$ cat config.mk
export PLATFORM = sky130hd
export DESIGN_NAME = gism_top
export DESIGN_NICKNAME = d
export VERILOG_FILES = /design/src/gism_pkg.sv /design/src/gism_reg_if.sv /design/src/gism_top.sv /design/src/gism_axil_slave.sv /design/src/gism_port_combine.sv
export SDC_FILE = /design/constraint.sdc
export NUM_CORES = 1
export LEC_CHECK = 0
export ABC_AREA = 1
export BUFFER_PORTS_ARGS = -buffer_cell sky130_fd_sc_hd__buf_4
export CAP_MARGIN = 10
export CORE_MARGIN = 5
export CORE_UTILIZATION = 30
export CTS_BUF_LIST = sky130_fd_sc_hd__clkbuf_16
export DETAILED_ROUTE_END_ITERATION = 8
export PLACE_DENSITY_LB_ADDON = 0.25
export SYNTH_ARGS = -nofsm -noshare
export SYNTH_HDL_FRONTEND = slang
export SYNTH_SLANG_ARGS = --single-unit
$ cat constraint.sdc
create_clock -name clk -period 1.7 [get_ports clk]
set_input_delay 0.255 -clock clk [delete_from_list [all_inputs] [get_ports clk]]
set_output_delay 0.255 -clock clk [all_outputs]
set_load 0.05 [all_outputs]
$ cat src/gism_pkg.sv
// Purpose: shared constants and types for the global interrupt summary and mask block
// Assumes: 100 MHz clk, 32-bit AXI4-Lite register access, eight ports
// Notes:   register indices are word indices, byte address is four times the index
`default_nettype none

package gism_pkg;

   localparam int          NPORT          = 8;
   localparam int          NGROUP         = 3;
   localparam int          IDX_W          = 10;
   localparam int          ADDR_W         = 12;

   // group positions inside the event status and mask registers
   localparam int          GRP_FRAMER     = 0;
   localparam int          GRP_TESTER     = 1;
   localparam int          GRP_LINE       = 2;

   // register indices
   localparam logic [9:0]  IDX_FRAMER_SUM = 10'h0f9;
   localparam logic [9:0]  IDX_TESTER_SUM = 10'h0fa;
   localparam logic [9:0]  IDX_LINE_SUM   = 10'h0fb;
   localparam logic [9:0]  IDX_FRAMER_EN  = 10'h0fc;
   localparam logic [9:0]  IDX_TESTER_EN  = 10'h0fd;
   localparam logic [9:0]  IDX_LINE_EN    = 10'h0fe;
   localparam logic [9:0]  IDX_EVT_STATUS = 10'h100;
   localparam logic [9:0]  IDX_EVT_MASK   = 10'h101;

   // byte addresses
   localparam logic [11:0] ADDR_FRAMER_SUM = {IDX_FRAMER_SUM, 2'h0};
   localparam logic [11:0] ADDR_TESTER_SUM = {IDX_TESTER_SUM, 2'h0};
   localparam logic [11:0] ADDR_LINE_SUM   = {IDX_LINE_SUM, 2'h0};
   localparam logic [11:0] ADDR_FRAMER_EN  = {IDX_FRAMER_EN, 2'h0};
   localparam logic [11:0] ADDR_TESTER_EN  = {IDX_TESTER_EN, 2'h0};
   localparam logic [11:0] ADDR_LINE_EN    = {IDX_LINE_EN, 2'h0};
   localparam logic [11:0] ADDR_EVT_STATUS = {IDX_EVT_STATUS, 2'h0};
   localparam logic [11:0] ADDR_EVT_MASK   = {IDX_EVT_MASK, 2'h0};

   // reset values
   localparam logic [7:0]  RST_SUM        = 8'h00;
   localparam logic [7:0]  RST_EN         = 8'h00;
   localparam logic [2:0]  RST_EVT        = 3'h0;

   // bus answers
   localparam logic [1:0]  RESP_OKAY      = 2'h0;
   localparam logic [1:0]  RESP_SLVERR    = 2'h2;
   localparam logic [31:0] RD_ZERO        = 32'h0000_0000;

   typedef enum logic [1:0]
   {
      GISM_WS_COLLECT = 2'b01,
      GISM_WS_RESP    = 2'b10
   } gism_wstate_t;

   typedef enum logic [1:0]
   {
      GISM_RS_IDLE = 2'b01,
      GISM_RS_DATA = 2'b10
   } gism_rstate_t;

endpackage

`default_nettype wire

$ cat src/gism_reg_if.sv
// Purpose: register access strobes between the bus slave and the register file
// Assumes: one clock, single-cycle write strobe, combinational read data
// Notes:   idx fields are word indices
`default_nettype none

interface gism_reg_if;
   logic        wr_en;
   logic [9:0]  wr_idx;
   logic [31:0] wr_data;
   logic [3:0]  wr_strb;
   logic        wr_err;
   logic [9:0]  rd_idx;
   logic [31:0] rd_data;
   logic        rd_err;

   modport bus
   (
      output wr_en,
      output wr_idx,
      output wr_data,
      output wr_strb,
      input  wr_err,
      output rd_idx,
      input  rd_data,
      input  rd_err
   );

   modport regs
   (
      input  wr_en,
      input  wr_idx,
      input  wr_data,
      input  wr_strb,
      output wr_err,
      input  rd_idx,
      output rd_data,
      output rd_err
   );
endinterface

`default_nettype wire

$ cat src/gism_top.sv
// Purpose: device-level interrupt summary and enable registers for eight ports
// Assumes: per-port interrupt flags come from logic on clk
// Notes:   registers reached over axi4-lite; ce low freezes all state
//
// Register access over AXI4-Lite was decided locally.
`default_nettype none

module gism_top
(
   input  wire logic        clk,
   input  wire logic        sys_rst,
   input  wire logic        ce,
   input  wire logic [7:0]  framer_irq_flag,
   input  wire logic [7:0]  tester_irq_flag,
   input  wire logic [7:0]  line_unit_irq_flag,
   input  wire logic [11:0] s_axi_awaddr,
   input  wire logic        s_axi_awvalid,
   output logic             s_axi_awready,
   input  wire logic [31:0] s_axi_wdata,
   input  wire logic [3:0]  s_axi_wstrb,
   input  wire logic        s_axi_wvalid,
   output logic             s_axi_wready,
   output logic [1:0]       s_axi_bresp,
   output logic             s_axi_bvalid,
   input  wire logic        s_axi_bready,
   input  wire logic [11:0] s_axi_araddr,
   input  wire logic        s_axi_arvalid,
   output logic             s_axi_arready,
   output logic [31:0]      s_axi_rdata,
   output logic [1:0]       s_axi_rresp,
   output logic             s_axi_rvalid,
   input  wire logic        s_axi_rready,
   output logic             host_irq,
   output logic             event_irq
);

   typedef struct packed
   {
      logic [7:0] framer_sum;
      logic [7:0] tester_sum;
      logic [7:0] line_sum;
      logic [7:0] framer_en;
      logic [7:0] tester_en;
      logic [7:0] line_en;
      logic [2:0] evt_status;
      logic [2:0] evt_mask;
      logic [2:0] prev_hit;
      logic       host_irq;
      logic       evt_irq;
   } gism_regs_t;

   gism_regs_t st;
   gism_regs_t next_st;
   logic [2:0] group_hit;
   logic       wr_byte0;

   gism_reg_if rif();

   gism_axil_slave u_slave
   (
      .clk           (clk),
      .sys_rst       (sys_rst),
      .ce            (ce),
      .s_axi_awaddr  (s_axi_awaddr),
      .s_axi_awvalid (s_axi_awvalid),
      .s_axi_awready (s_axi_awready),
      .s_axi_wdata   (s_axi_wdata),
      .s_axi_wstrb   (s_axi_wstrb),
      .s_axi_wvalid  (s_axi_wvalid),
      .s_axi_wready  (s_axi_wready),
      .s_axi_bresp   (s_axi_bresp),
      .s_axi_bvalid  (s_axi_bvalid),
      .s_axi_bready  (s_axi_bready),
      .s_axi_araddr  (s_axi_araddr),
      .s_axi_arvalid (s_axi_arvalid),
      .s_axi_arready (s_axi_arready),
      .s_axi_rdata   (s_axi_rdata),
      .s_axi_rresp   (s_axi_rresp),
      .s_axi_rvalid  (s_axi_rvalid),
      .s_axi_rready  (s_axi_rready),
      .rif           (rif.bus)
   );

   // enable gating per port
   gism_port_combine u_combine
   (
      .summary   ({st.line_sum, st.tester_sum, st.framer_sum}),
      .enable    ({st.line_en, st.tester_en, st.framer_en}),
      .group_hit (group_hit)
   );

   assign wr_byte0  = rif.wr_en & rif.wr_strb[0];
   assign host_irq  = st.host_irq;
   assign event_irq = st.evt_irq;

   // read mux
   always_comb
   begin
      rif.rd_data = gism_pkg::RD_ZERO;
      rif.rd_err  = 1'b0;
      case (rif.rd_idx)
         gism_pkg::IDX_FRAMER_SUM: rif.rd_data = {24'h0, st.framer_sum};
         gism_pkg::IDX_TESTER_SUM: rif.rd_data = {24'h0, st.tester_sum};
         gism_pkg::IDX_LINE_SUM:   rif.rd_data = {24'h0, st.line_sum};
         gism_pkg::IDX_FRAMER_EN:  rif.rd_data = {24'h0, st.framer_en};
         gism_pkg::IDX_TESTER_EN:  rif.rd_data = {24'h0, st.tester_en};
         gism_pkg::IDX_LINE_EN:    rif.rd_data = {24'h0, st.line_en};
         gism_pkg::IDX_EVT_STATUS: rif.rd_data = {29'h0, st.evt_status};
         gism_pkg::IDX_EVT_MASK:   rif.rd_data = {29'h0, st.evt_mask};
         default:                  rif.rd_err  = 1'b1;
      endcase
   end

   // write decode: all mapped indices accept, summaries ignoring the data; unmapped indices refuse
   always_comb
   begin
      case (rif.wr_idx)
         gism_pkg::IDX_FRAMER_SUM,
         gism_pkg::IDX_TESTER_SUM,
         gism_pkg::IDX_LINE_SUM,
         gism_pkg::IDX_FRAMER_EN,
         gism_pkg::IDX_TESTER_EN,
         gism_pkg::IDX_LINE_EN,
         gism_pkg::IDX_EVT_STATUS,
         gism_pkg::IDX_EVT_MASK:   rif.wr_err = 1'b0;
         default:                  rif.wr_err = 1'b1;
      endcase
   end

   always_comb
   begin
      next_st = st;
      // live summaries, one bit per port, bit 0 is port 1
      next_st.framer_sum = framer_irq_flag;
      next_st.tester_sum = tester_irq_flag;
      next_st.line_sum   = line_unit_irq_flag;
      if (wr_byte0)
      begin
         case (rif.wr_idx)
            gism_pkg::IDX_FRAMER_EN: next_st.framer_en = rif.wr_data[7:0];
            gism_pkg::IDX_TESTER_EN: next_st.tester_en = rif.wr_data[7:0];
            gism_pkg::IDX_LINE_EN:   next_st.line_en = rif.wr_data[7:0];
            gism_pkg::IDX_EVT_STATUS: next_st.evt_status = st.evt_status & ~rif.wr_data[2:0];
            gism_pkg::IDX_EVT_MASK:   next_st.evt_mask = rif.wr_data[2:0];
            default:                  next_st.evt_mask = st.evt_mask;
         endcase
      end
      // a new enabled group request sets its sticky bit, winning over a clear
      next_st.evt_status = next_st.evt_status | (group_hit & ~st.prev_hit);
      next_st.prev_hit   = group_hit;
      next_st.host_irq   = |group_hit;
      next_st.evt_irq    = |(next_st.evt_status & next_st.evt_mask);
   end

   always_ff @(posedge clk)
   begin
      if (sys_rst)
      begin
         st            <= '0;
         st.framer_sum <= gism_pkg::RST_SUM;
         st.tester_sum <= gism_pkg::RST_SUM;
         st.line_sum   <= gism_pkg::RST_SUM;
         st.framer_en  <= gism_pkg::RST_EN;
         st.tester_en  <= gism_pkg::RST_EN;
         st.line_en    <= gism_pkg::RST_EN;
         st.evt_status <= gism_pkg::RST_EVT;
         st.evt_mask   <= gism_pkg::RST_EVT;
      end
      else if (ce)
      begin
         st <= next_st;
      end
   end

   a_line_sum_follows: assert property (@(posedge clk) disable iff (sys_rst)
      ce |=> st.line_sum == $past(line_unit_irq_flag))
      else $error("line unit summary does not follow its flags");

   a_tester_sum_follows: assert property (@(posedge clk) disable iff (sys_rst)
      ce |=> st.tester_sum == $past(tester_irq_flag))
      else $error("tester summary does not follow its flags");

   a_framer_en_write: assert property (@(posedge clk) disable iff (sys_rst)
      wr_byte0 && ce && rif.wr_idx == gism_pkg::IDX_FRAMER_EN
      |=> st.framer_en == $past(rif.wr_data[7:0]))
      else $error("framer enable write lost");

   a_tester_en_write: assert property (@(posedge clk) disable iff (sys_rst)
      wr_byte0 && ce && rif.wr_idx == gism_pkg::IDX_TESTER_EN
      |=> st.tester_en == $past(rif.wr_data[7:0]))
      else $error("tester enable write lost");

   a_line_en_write: assert property (@(posedge clk) disable iff (sys_rst)
      wr_byte0 && ce && rif.wr_idx == gism_pkg::IDX_LINE_EN
      |=> st.line_en == $past(rif.wr_data[7:0]))
      else $error("line unit enable write lost");

   a_enables_reset: assert property (@(posedge clk) disable iff (sys_rst)
      $fell(sys_rst) |-> st.framer_en == 8'h00 && st.tester_en == 8'h00
                         && st.line_en == 8'h00)
      else $error("enables not clear after reset");

   a_framer_sum_rst: assert property (@(posedge clk) disable iff (sys_rst)
      $fell(sys_rst) |-> st.framer_sum == 8'h00)
      else $error("framer summary not clear after reset");

   a_framer_sum_follows: assert property (@(posedge clk) disable iff (sys_rst)
      ce |=> st.framer_sum == $past(framer_irq_flag))
      else $error("framer summary does not follow its flags");

   a_other_sums_rst: assert property (@(posedge clk) disable iff (sys_rst)
      $fell(sys_rst) |-> st.tester_sum == 8'h00 && st.line_sum == 8'h00)
      else $error("tester or line unit summary not clear after reset");

   a_tester_sum_addr: assert property (@(posedge clk) disable iff (sys_rst)
      rif.rd_idx == gism_pkg::IDX_TESTER_SUM |-> rif.rd_data == {24'h0, st.tester_sum}
                                                && !rif.rd_err)
      else $error("tester summary not readable at its address");

   a_host_irq_level: assert property (@(posedge clk) disable iff (sys_rst)
      ce |=> host_irq == $past(|((st.framer_sum & st.framer_en) | (st.tester_sum & st.tester_en)
                                  | (st.line_sum & st.line_en))))
      else $error("host interrupt disagrees with summary and enable");

   a_event_sticky: assert property (@(posedge clk) disable iff (sys_rst)
      st.evt_status[0] && !(wr_byte0 && rif.wr_idx == gism_pkg::IDX_EVT_STATUS)
      |=> st.evt_status[0])
      else $error("sticky event bit lost without clear");

   a_event_set_wins: assert property (@(posedge clk) disable iff (sys_rst)
      ce && group_hit[0] && !st.prev_hit[0] |=> st.evt_status[0])
      else $error("new framer group request did not set its event bit");

   a_state_frozen: assert property (@(posedge clk) disable iff (sys_rst)
      !ce |=> st == $past(st))
      else $error("state moved while clock enable low");

endmodule

`default_nettype wire

$ cat src/gism_axil_slave.sv
// Purpose: axi4-lite slave turning bus transfers into register strobes
// Assumes: one write and one read outstanding at most
// Notes:   write strobe in the first cycle that both address and data are held
`default_nettype none

module gism_axil_slave
(
   input  wire logic        clk,
   input  wire logic        sys_rst,
   input  wire logic        ce,
   input  wire logic [11:0] s_axi_awaddr,
   input  wire logic        s_axi_awvalid,
   output logic             s_axi_awready,
   input  wire logic [31:0] s_axi_wdata,
   input  wire logic [3:0]  s_axi_wstrb,
   input  wire logic        s_axi_wvalid,
   output logic             s_axi_wready,
   output logic [1:0]       s_axi_bresp,
   output logic             s_axi_bvalid,
   input  wire logic        s_axi_bready,
   input  wire logic [11:0] s_axi_araddr,
   input  wire logic        s_axi_arvalid,
   output logic             s_axi_arready,
   output logic [31:0]      s_axi_rdata,
   output logic [1:0]       s_axi_rresp,
   output logic             s_axi_rvalid,
   input  wire logic        s_axi_rready,
   gism_reg_if.bus          rif
);

   typedef struct packed
   {
      gism_pkg::gism_wstate_t wst;
      gism_pkg::gism_rstate_t rst;
      logic                   aw_full;
      logic [9:0]             aw_idx;
      logic                   w_full;
      logic [31:0]            wdata;
      logic [3:0]             wstrb;
      logic [1:0]             bresp;
      logic [31:0]            rdata;
      logic [1:0]             rresp;
   } gism_slv_t;

   gism_slv_t st;
   gism_slv_t next_st;

   // valid outputs come straight from state, readies from state gated by ce
   assign s_axi_awready = ce & ~st.aw_full & (st.wst == gism_pkg::GISM_WS_COLLECT);
   assign s_axi_wready  = ce & ~st.w_full & (st.wst == gism_pkg::GISM_WS_COLLECT);
   assign s_axi_arready = ce & (st.rst == gism_pkg::GISM_RS_IDLE);
   assign s_axi_bvalid  = (st.wst == gism_pkg::GISM_WS_RESP);
   assign s_axi_rvalid  = (st.rst == gism_pkg::GISM_RS_DATA);
   assign s_axi_bresp   = st.bresp;
   assign s_axi_rdata   = st.rdata;
   assign s_axi_rresp   = st.rresp;

   assign rif.wr_en   = ce & st.aw_full & st.w_full & (st.wst == gism_pkg::GISM_WS_COLLECT);
   assign rif.wr_idx  = st.aw_idx;
   assign rif.wr_data = st.wdata;
   assign rif.wr_strb = st.wstrb;
   assign rif.rd_idx  = s_axi_araddr[11:2];

   always_comb
   begin
      next_st = st;
      if (s_axi_awvalid && s_axi_awready)
      begin
         next_st.aw_full = 1'b1;
         next_st.aw_idx  = s_axi_awaddr[11:2];
      end
      if (s_axi_wvalid && s_axi_wready)
      begin
         next_st.w_full = 1'b1;
         next_st.wdata  = s_axi_wdata;
         next_st.wstrb  = s_axi_wstrb;
      end
      case (st.wst)
         gism_pkg::GISM_WS_COLLECT:
         begin
            if (rif.wr_en)
            begin
               next_st.aw_full = 1'b0;
               next_st.w_full  = 1'b0;
               next_st.bresp   = rif.wr_err ? gism_pkg::RESP_SLVERR : gism_pkg::RESP_OKAY;
               next_st.wst     = gism_pkg::GISM_WS_RESP;
            end
         end
         gism_pkg::GISM_WS_RESP:
         begin
            if (s_axi_bready)
            begin
               next_st.wst = gism_pkg::GISM_WS_COLLECT;
            end
         end
         default:
         begin
            next_st.wst = gism_pkg::GISM_WS_COLLECT;
         end
      endcase
      case (st.rst)
         gism_pkg::GISM_RS_IDLE:
         begin
            if (s_axi_arvalid && s_axi_arready)
            begin
               next_st.rdata = rif.rd_err ? gism_pkg::RD_ZERO : rif.rd_data;
               next_st.rresp = rif.rd_err ? gism_pkg::RESP_SLVERR : gism_pkg::RESP_OKAY;
               next_st.rst   = gism_pkg::GISM_RS_DATA;
            end
         end
         gism_pkg::GISM_RS_DATA:
         begin
            if (s_axi_rready)
            begin
               next_st.rst = gism_pkg::GISM_RS_IDLE;
            end
         end
         default:
         begin
            next_st.rst = gism_pkg::GISM_RS_IDLE;
         end
      endcase
   end

   always_ff @(posedge clk)
   begin
      if (sys_rst)
      begin
         st       <= '0;
         st.wst   <= gism_pkg::GISM_WS_COLLECT;
         st.rst   <= gism_pkg::GISM_RS_IDLE;
      end
      else if (ce)
      begin
         st <= next_st;
      end
   end

   a_bvalid_holds: assert property (@(posedge clk) disable iff (sys_rst)
      s_axi_bvalid && !s_axi_bready |=> s_axi_bvalid)
      else $error("write response dropped before bready");

   a_rvalid_holds: assert property (@(posedge clk) disable iff (sys_rst)
      s_axi_rvalid && !s_axi_rready |=> s_axi_rvalid && $stable(s_axi_rdata))
      else $error("read data changed before rready");

endmodule

`default_nettype wire

$ cat src/gism_port_combine.sv
// Purpose: per-port gating of summary bits by their enables
// Assumes: three groups of eight ports
// Notes:   purely combinational
`default_nettype none

module gism_port_combine
(
   input  wire logic [2:0][7:0] summary,
   input  wire logic [2:0][7:0] enable,
   output logic [2:0]           group_hit
);

   logic [7:0][2:0] port_pass;

   // zero blocks, one passes
   genvar p;
   generate
      for (p = 0; p < gism_pkg::NPORT; p++)
      begin : g_port
         assign port_pass[p] = {summary[2][p] & enable[2][p],
                                summary[1][p] & enable[1][p],
                                summary[0][p] & enable[0][p]};
      end
   endgenerate

   always_comb
   begin
      group_hit = 3'h0;
      for (int i = 0; i < gism_pkg::NPORT; i++)
      begin
         group_hit = group_hit | port_pass[i];
      end
   end

endmodule

`default_nettype wire

==> results.md <==
- Most frequent cells in the layout: nand2_1 (144), nor2_1 (96), buf_4 (96)
- Top cell type's share of synthesized area: 39.9%
- Share of post-route cells with drive strength above 1: between 10% and 20%
- Area of the multi-input gates: ~0.0024 sq mm
- Internal: 3810 uW
- Post-CTS Setup Inserts: 0
- Growth of design area from synthesis to finish: 23.1%
- Distinct cell type count of the synthesized netlist: 27
- Clock Power Share: between 40% and 50%
- Number of storage elements in the synthesis netlist: 94
- HP Class: input pin to register
- Total Die Area: ~0.018 sq mm
- Avg Inst Size Synth: around 6.8 sq um
- Worst vdd rail ir drop: 0.617 mV
- Leak: 0.00262 uW
- Quantity of I/O buffers inserted on ports: 77
- Tightest hold margin: 125 ps
- Die Span Y: roughly 140 microns
- Final global-route overflow total: 0
- Post-synth EDFFs: 0
- H-tree Lvls: 3
- Detailed Route Iter0 Violations: roughly 310
- Most common cell after layout, fill and taps aside: nand2_1
- Aggregate routed wire length: 13400 microns
- Final net count: about 860
- Async set or reset register ratio after synthesis: 0%
- Pin count of the biggest net entering global routing: 56
- Setup repair after global routing missed its margin: yes
- Worst hold path startpoint: tester_irq_flag[3]
- # diodes: 0
- Final HPWL from detailed placement: around 10000 microns
- Worst Path Class, Setup: register to output port
- Sequential element share of the synthesized area: ~40%
- Total I/O pin count: 135
- Crit path largest cell delay: approximately 310 ps
- Total DRC errors in the routed layout: 0
- Overall power consumption: 5220 uW
- Kind of end point of the critical path: output port
- Clock root buffer master: clkbuf_16
- Result of the run: completed
- Worst Setup Start Kind: register
- Avg Vias per Cell: 4.63
- Setup violations, final: 0
- Clk Latency, worst-skew pair: about 350 ps
- Global-route wire length before repair: around 21000 microns
- Number of antenna-violating nets in the routed design: 0
- Number of vias in the routed layout: 4540
- Timing-limited maximum frequency: 625 MHz
- Tmin final: around 1600 ps
- Netlist Area Pre-Place: ~0.0047 sq mm
- Number of global-route vias before repair: 4124
- WL per Instance: roughly 14 microns
- Required @ worst endpoint: about 1400 ps
- CTS tree: built
- Initial antenna violation count: 0
- Tcrit/Tclk final: 94.1%
- Design Area, Final: 0.00581 sq mm
- Worst EP arrival: approximately 1400 ps
- Count of maximum capacitance violations: 0
- Cell Rows: between 40 and 50
- Floorplan Core Area: between 0.015 and 0.02 sq mm
- Launching point of the worst reg2reg path: u_slave.rif.wr_idx[9]
- Proportion of total power due to net switching: 27.0%
- Clock buffers created by TritonCTS: 9
- Placed instance area: 0.00547 sq mm
- Clock-pin slew on the worst setup and hold paths: 70 ps
- Portion of total power attributed to sequential cells: a little under half
- TritonCTS Sinks: 94
- Register area: roughly 0.0019 sq mm
- Power per unit of standard cell area: 898 mW/mm^2
- Leading area contributor after synthesis: dfxtp_1
- Crit path max fanout: 4
- Timing startpoint of the critical path: u_slave.st[87]
- Fill cell instance count of the final layout: 1701
- Highest-delay cell along the critical path: dfxtp_1
- Synthesized instance count: 693
- Final slew viol count: 0
- Switching power: 1410 uW
- Endpoints failing hold: 0
- Synth Flop Type: dfxtp_1
- Synth area leaders: dfxtp_1 (40%), nand2_1 (12%), o21ai_0 (8.4%)
- Final RePlAce weighted congestion: 0.870
- CTS max path bufs: 2
- Global-route usage over all layers: approximately 15%
- Warnings, synthesis: 0
- Initial core utilization: between 30% and 40%
- TritonRoute pass-1 iters: 5
- Width of the die: approximately 140 microns
- Share of power burned in combinational logic: 12.7%
- Max Clock Skew: between 8 and 9 ps
- Ordered cell list for the critical path: inv_1, nand2_4, nor3_4, buf_4
## cell families (layout without fill, tap and decap cells)
| kind of cell | Yosys count | in the layout | share of synthesized area, % |
|---|---|---|---|
| AND/OR/NAND/NOR | 325 | 325 | 30.5 |
| AO/OA/AOI/OAI | 155 | 155 | 16.7 |
| buffers and inverters | 118 | 170 | 12.9 |
| flip-flops | 94 | 94 | 39.9 |
| other | 1 | 26 | 0.0794 |
## cell type report
cell class / count / area share [%]
repair buffers: 98 / 13.1
well taps: 211 / 4.54
clock inverters: 7 / 1.66
multi-input cells: 506 / 40.8
flip-flops and latches: 94 / 32.5
clock buffers: 9 / 3.87
inverters: 56 / 3.62
## Yosys cell counts, types with 5 or more instances
cell and n:
nor2_1 97, nand2_1 146, buf_2 5, inv_1 54
nand3_1 29, clkbuf_1 16, nor2_2 7, buf_4 36
dfxtp_1 94, o21ai_0 79, a21oi_1 71, nand4_1 32
## state kept, by name, indices dropped and copies added (netlist names)
signal	flops
event_irq	1
host_irq	1
st	57
u_slave.rif.wr_data	8
u_slave.rif.wr_idx	10
u_slave.rif.wr_strb	1
u_slave.s_axi_bresp	1
u_slave.s_axi_rdata	8
u_slave.s_axi_rresp	1
u_slave.st	6
## metal layers
layer  share of wire (%)  global-route usage (%)  up-vias
met3                 7.3                    4.75       16
met4                 1.6                    3.70        0
li1                    -                       -     2363
met2                  44                    22.7      131
met5                   0                       0        -
met1                  47                    19.7     2030
## repair_timing
action / 4_1_cts / 5_1_grt
hold buffers: 0 / 0
endpoints found under the setup margin: 0 / 32
gates resized for setup: 0 / 11
## power by group through the flow
stage / logic [uW] / registers, uW / clock network [uW]
after CTS: 666 / 2370 / 2240
after floorplan: 480 / 2400 / 0
after global routing: 736 / 2390 / 2330
final: 662 / 2380 / 2180
after detailed placement: 665 / 2420 / 0
after global placement: 659 / 2420 / 0
## path summary, 6_finish.rpt
check	slack, ps	depth (start not counted)	endpoint
worst max-delay path	100	4	s_axi_awready
worst min-delay path	120	3	st[46]
worst max register to register	150	6	st[12]
worst min register to register	460	2	u_slave.s_axi_bresp[1]
## per-stage QoR
stage / cells / setup slack, ps / util, % / setup TNS (ps)
floorplan: 718 / 13.2 / - / 0
global placement: 965 / 102 / 35.7 / 0
detailed placement: 965 / 95.7 / 35.7 / 0
CTS: 981 / 53.0 / 37.8 / 0
global route: 981 / -14.8 / 38.0 / -26.9
finish: 981 / 99.5 / 38.0 / 0
## critical path, delay by kind of cell, from the launching register on
kind / cells / cell delay (ps)
buf+inv: 2 / 390
flops: 1 / 310
simple gates: 2 / 290
Note: power is estimated with default switching activity, not from simulation.
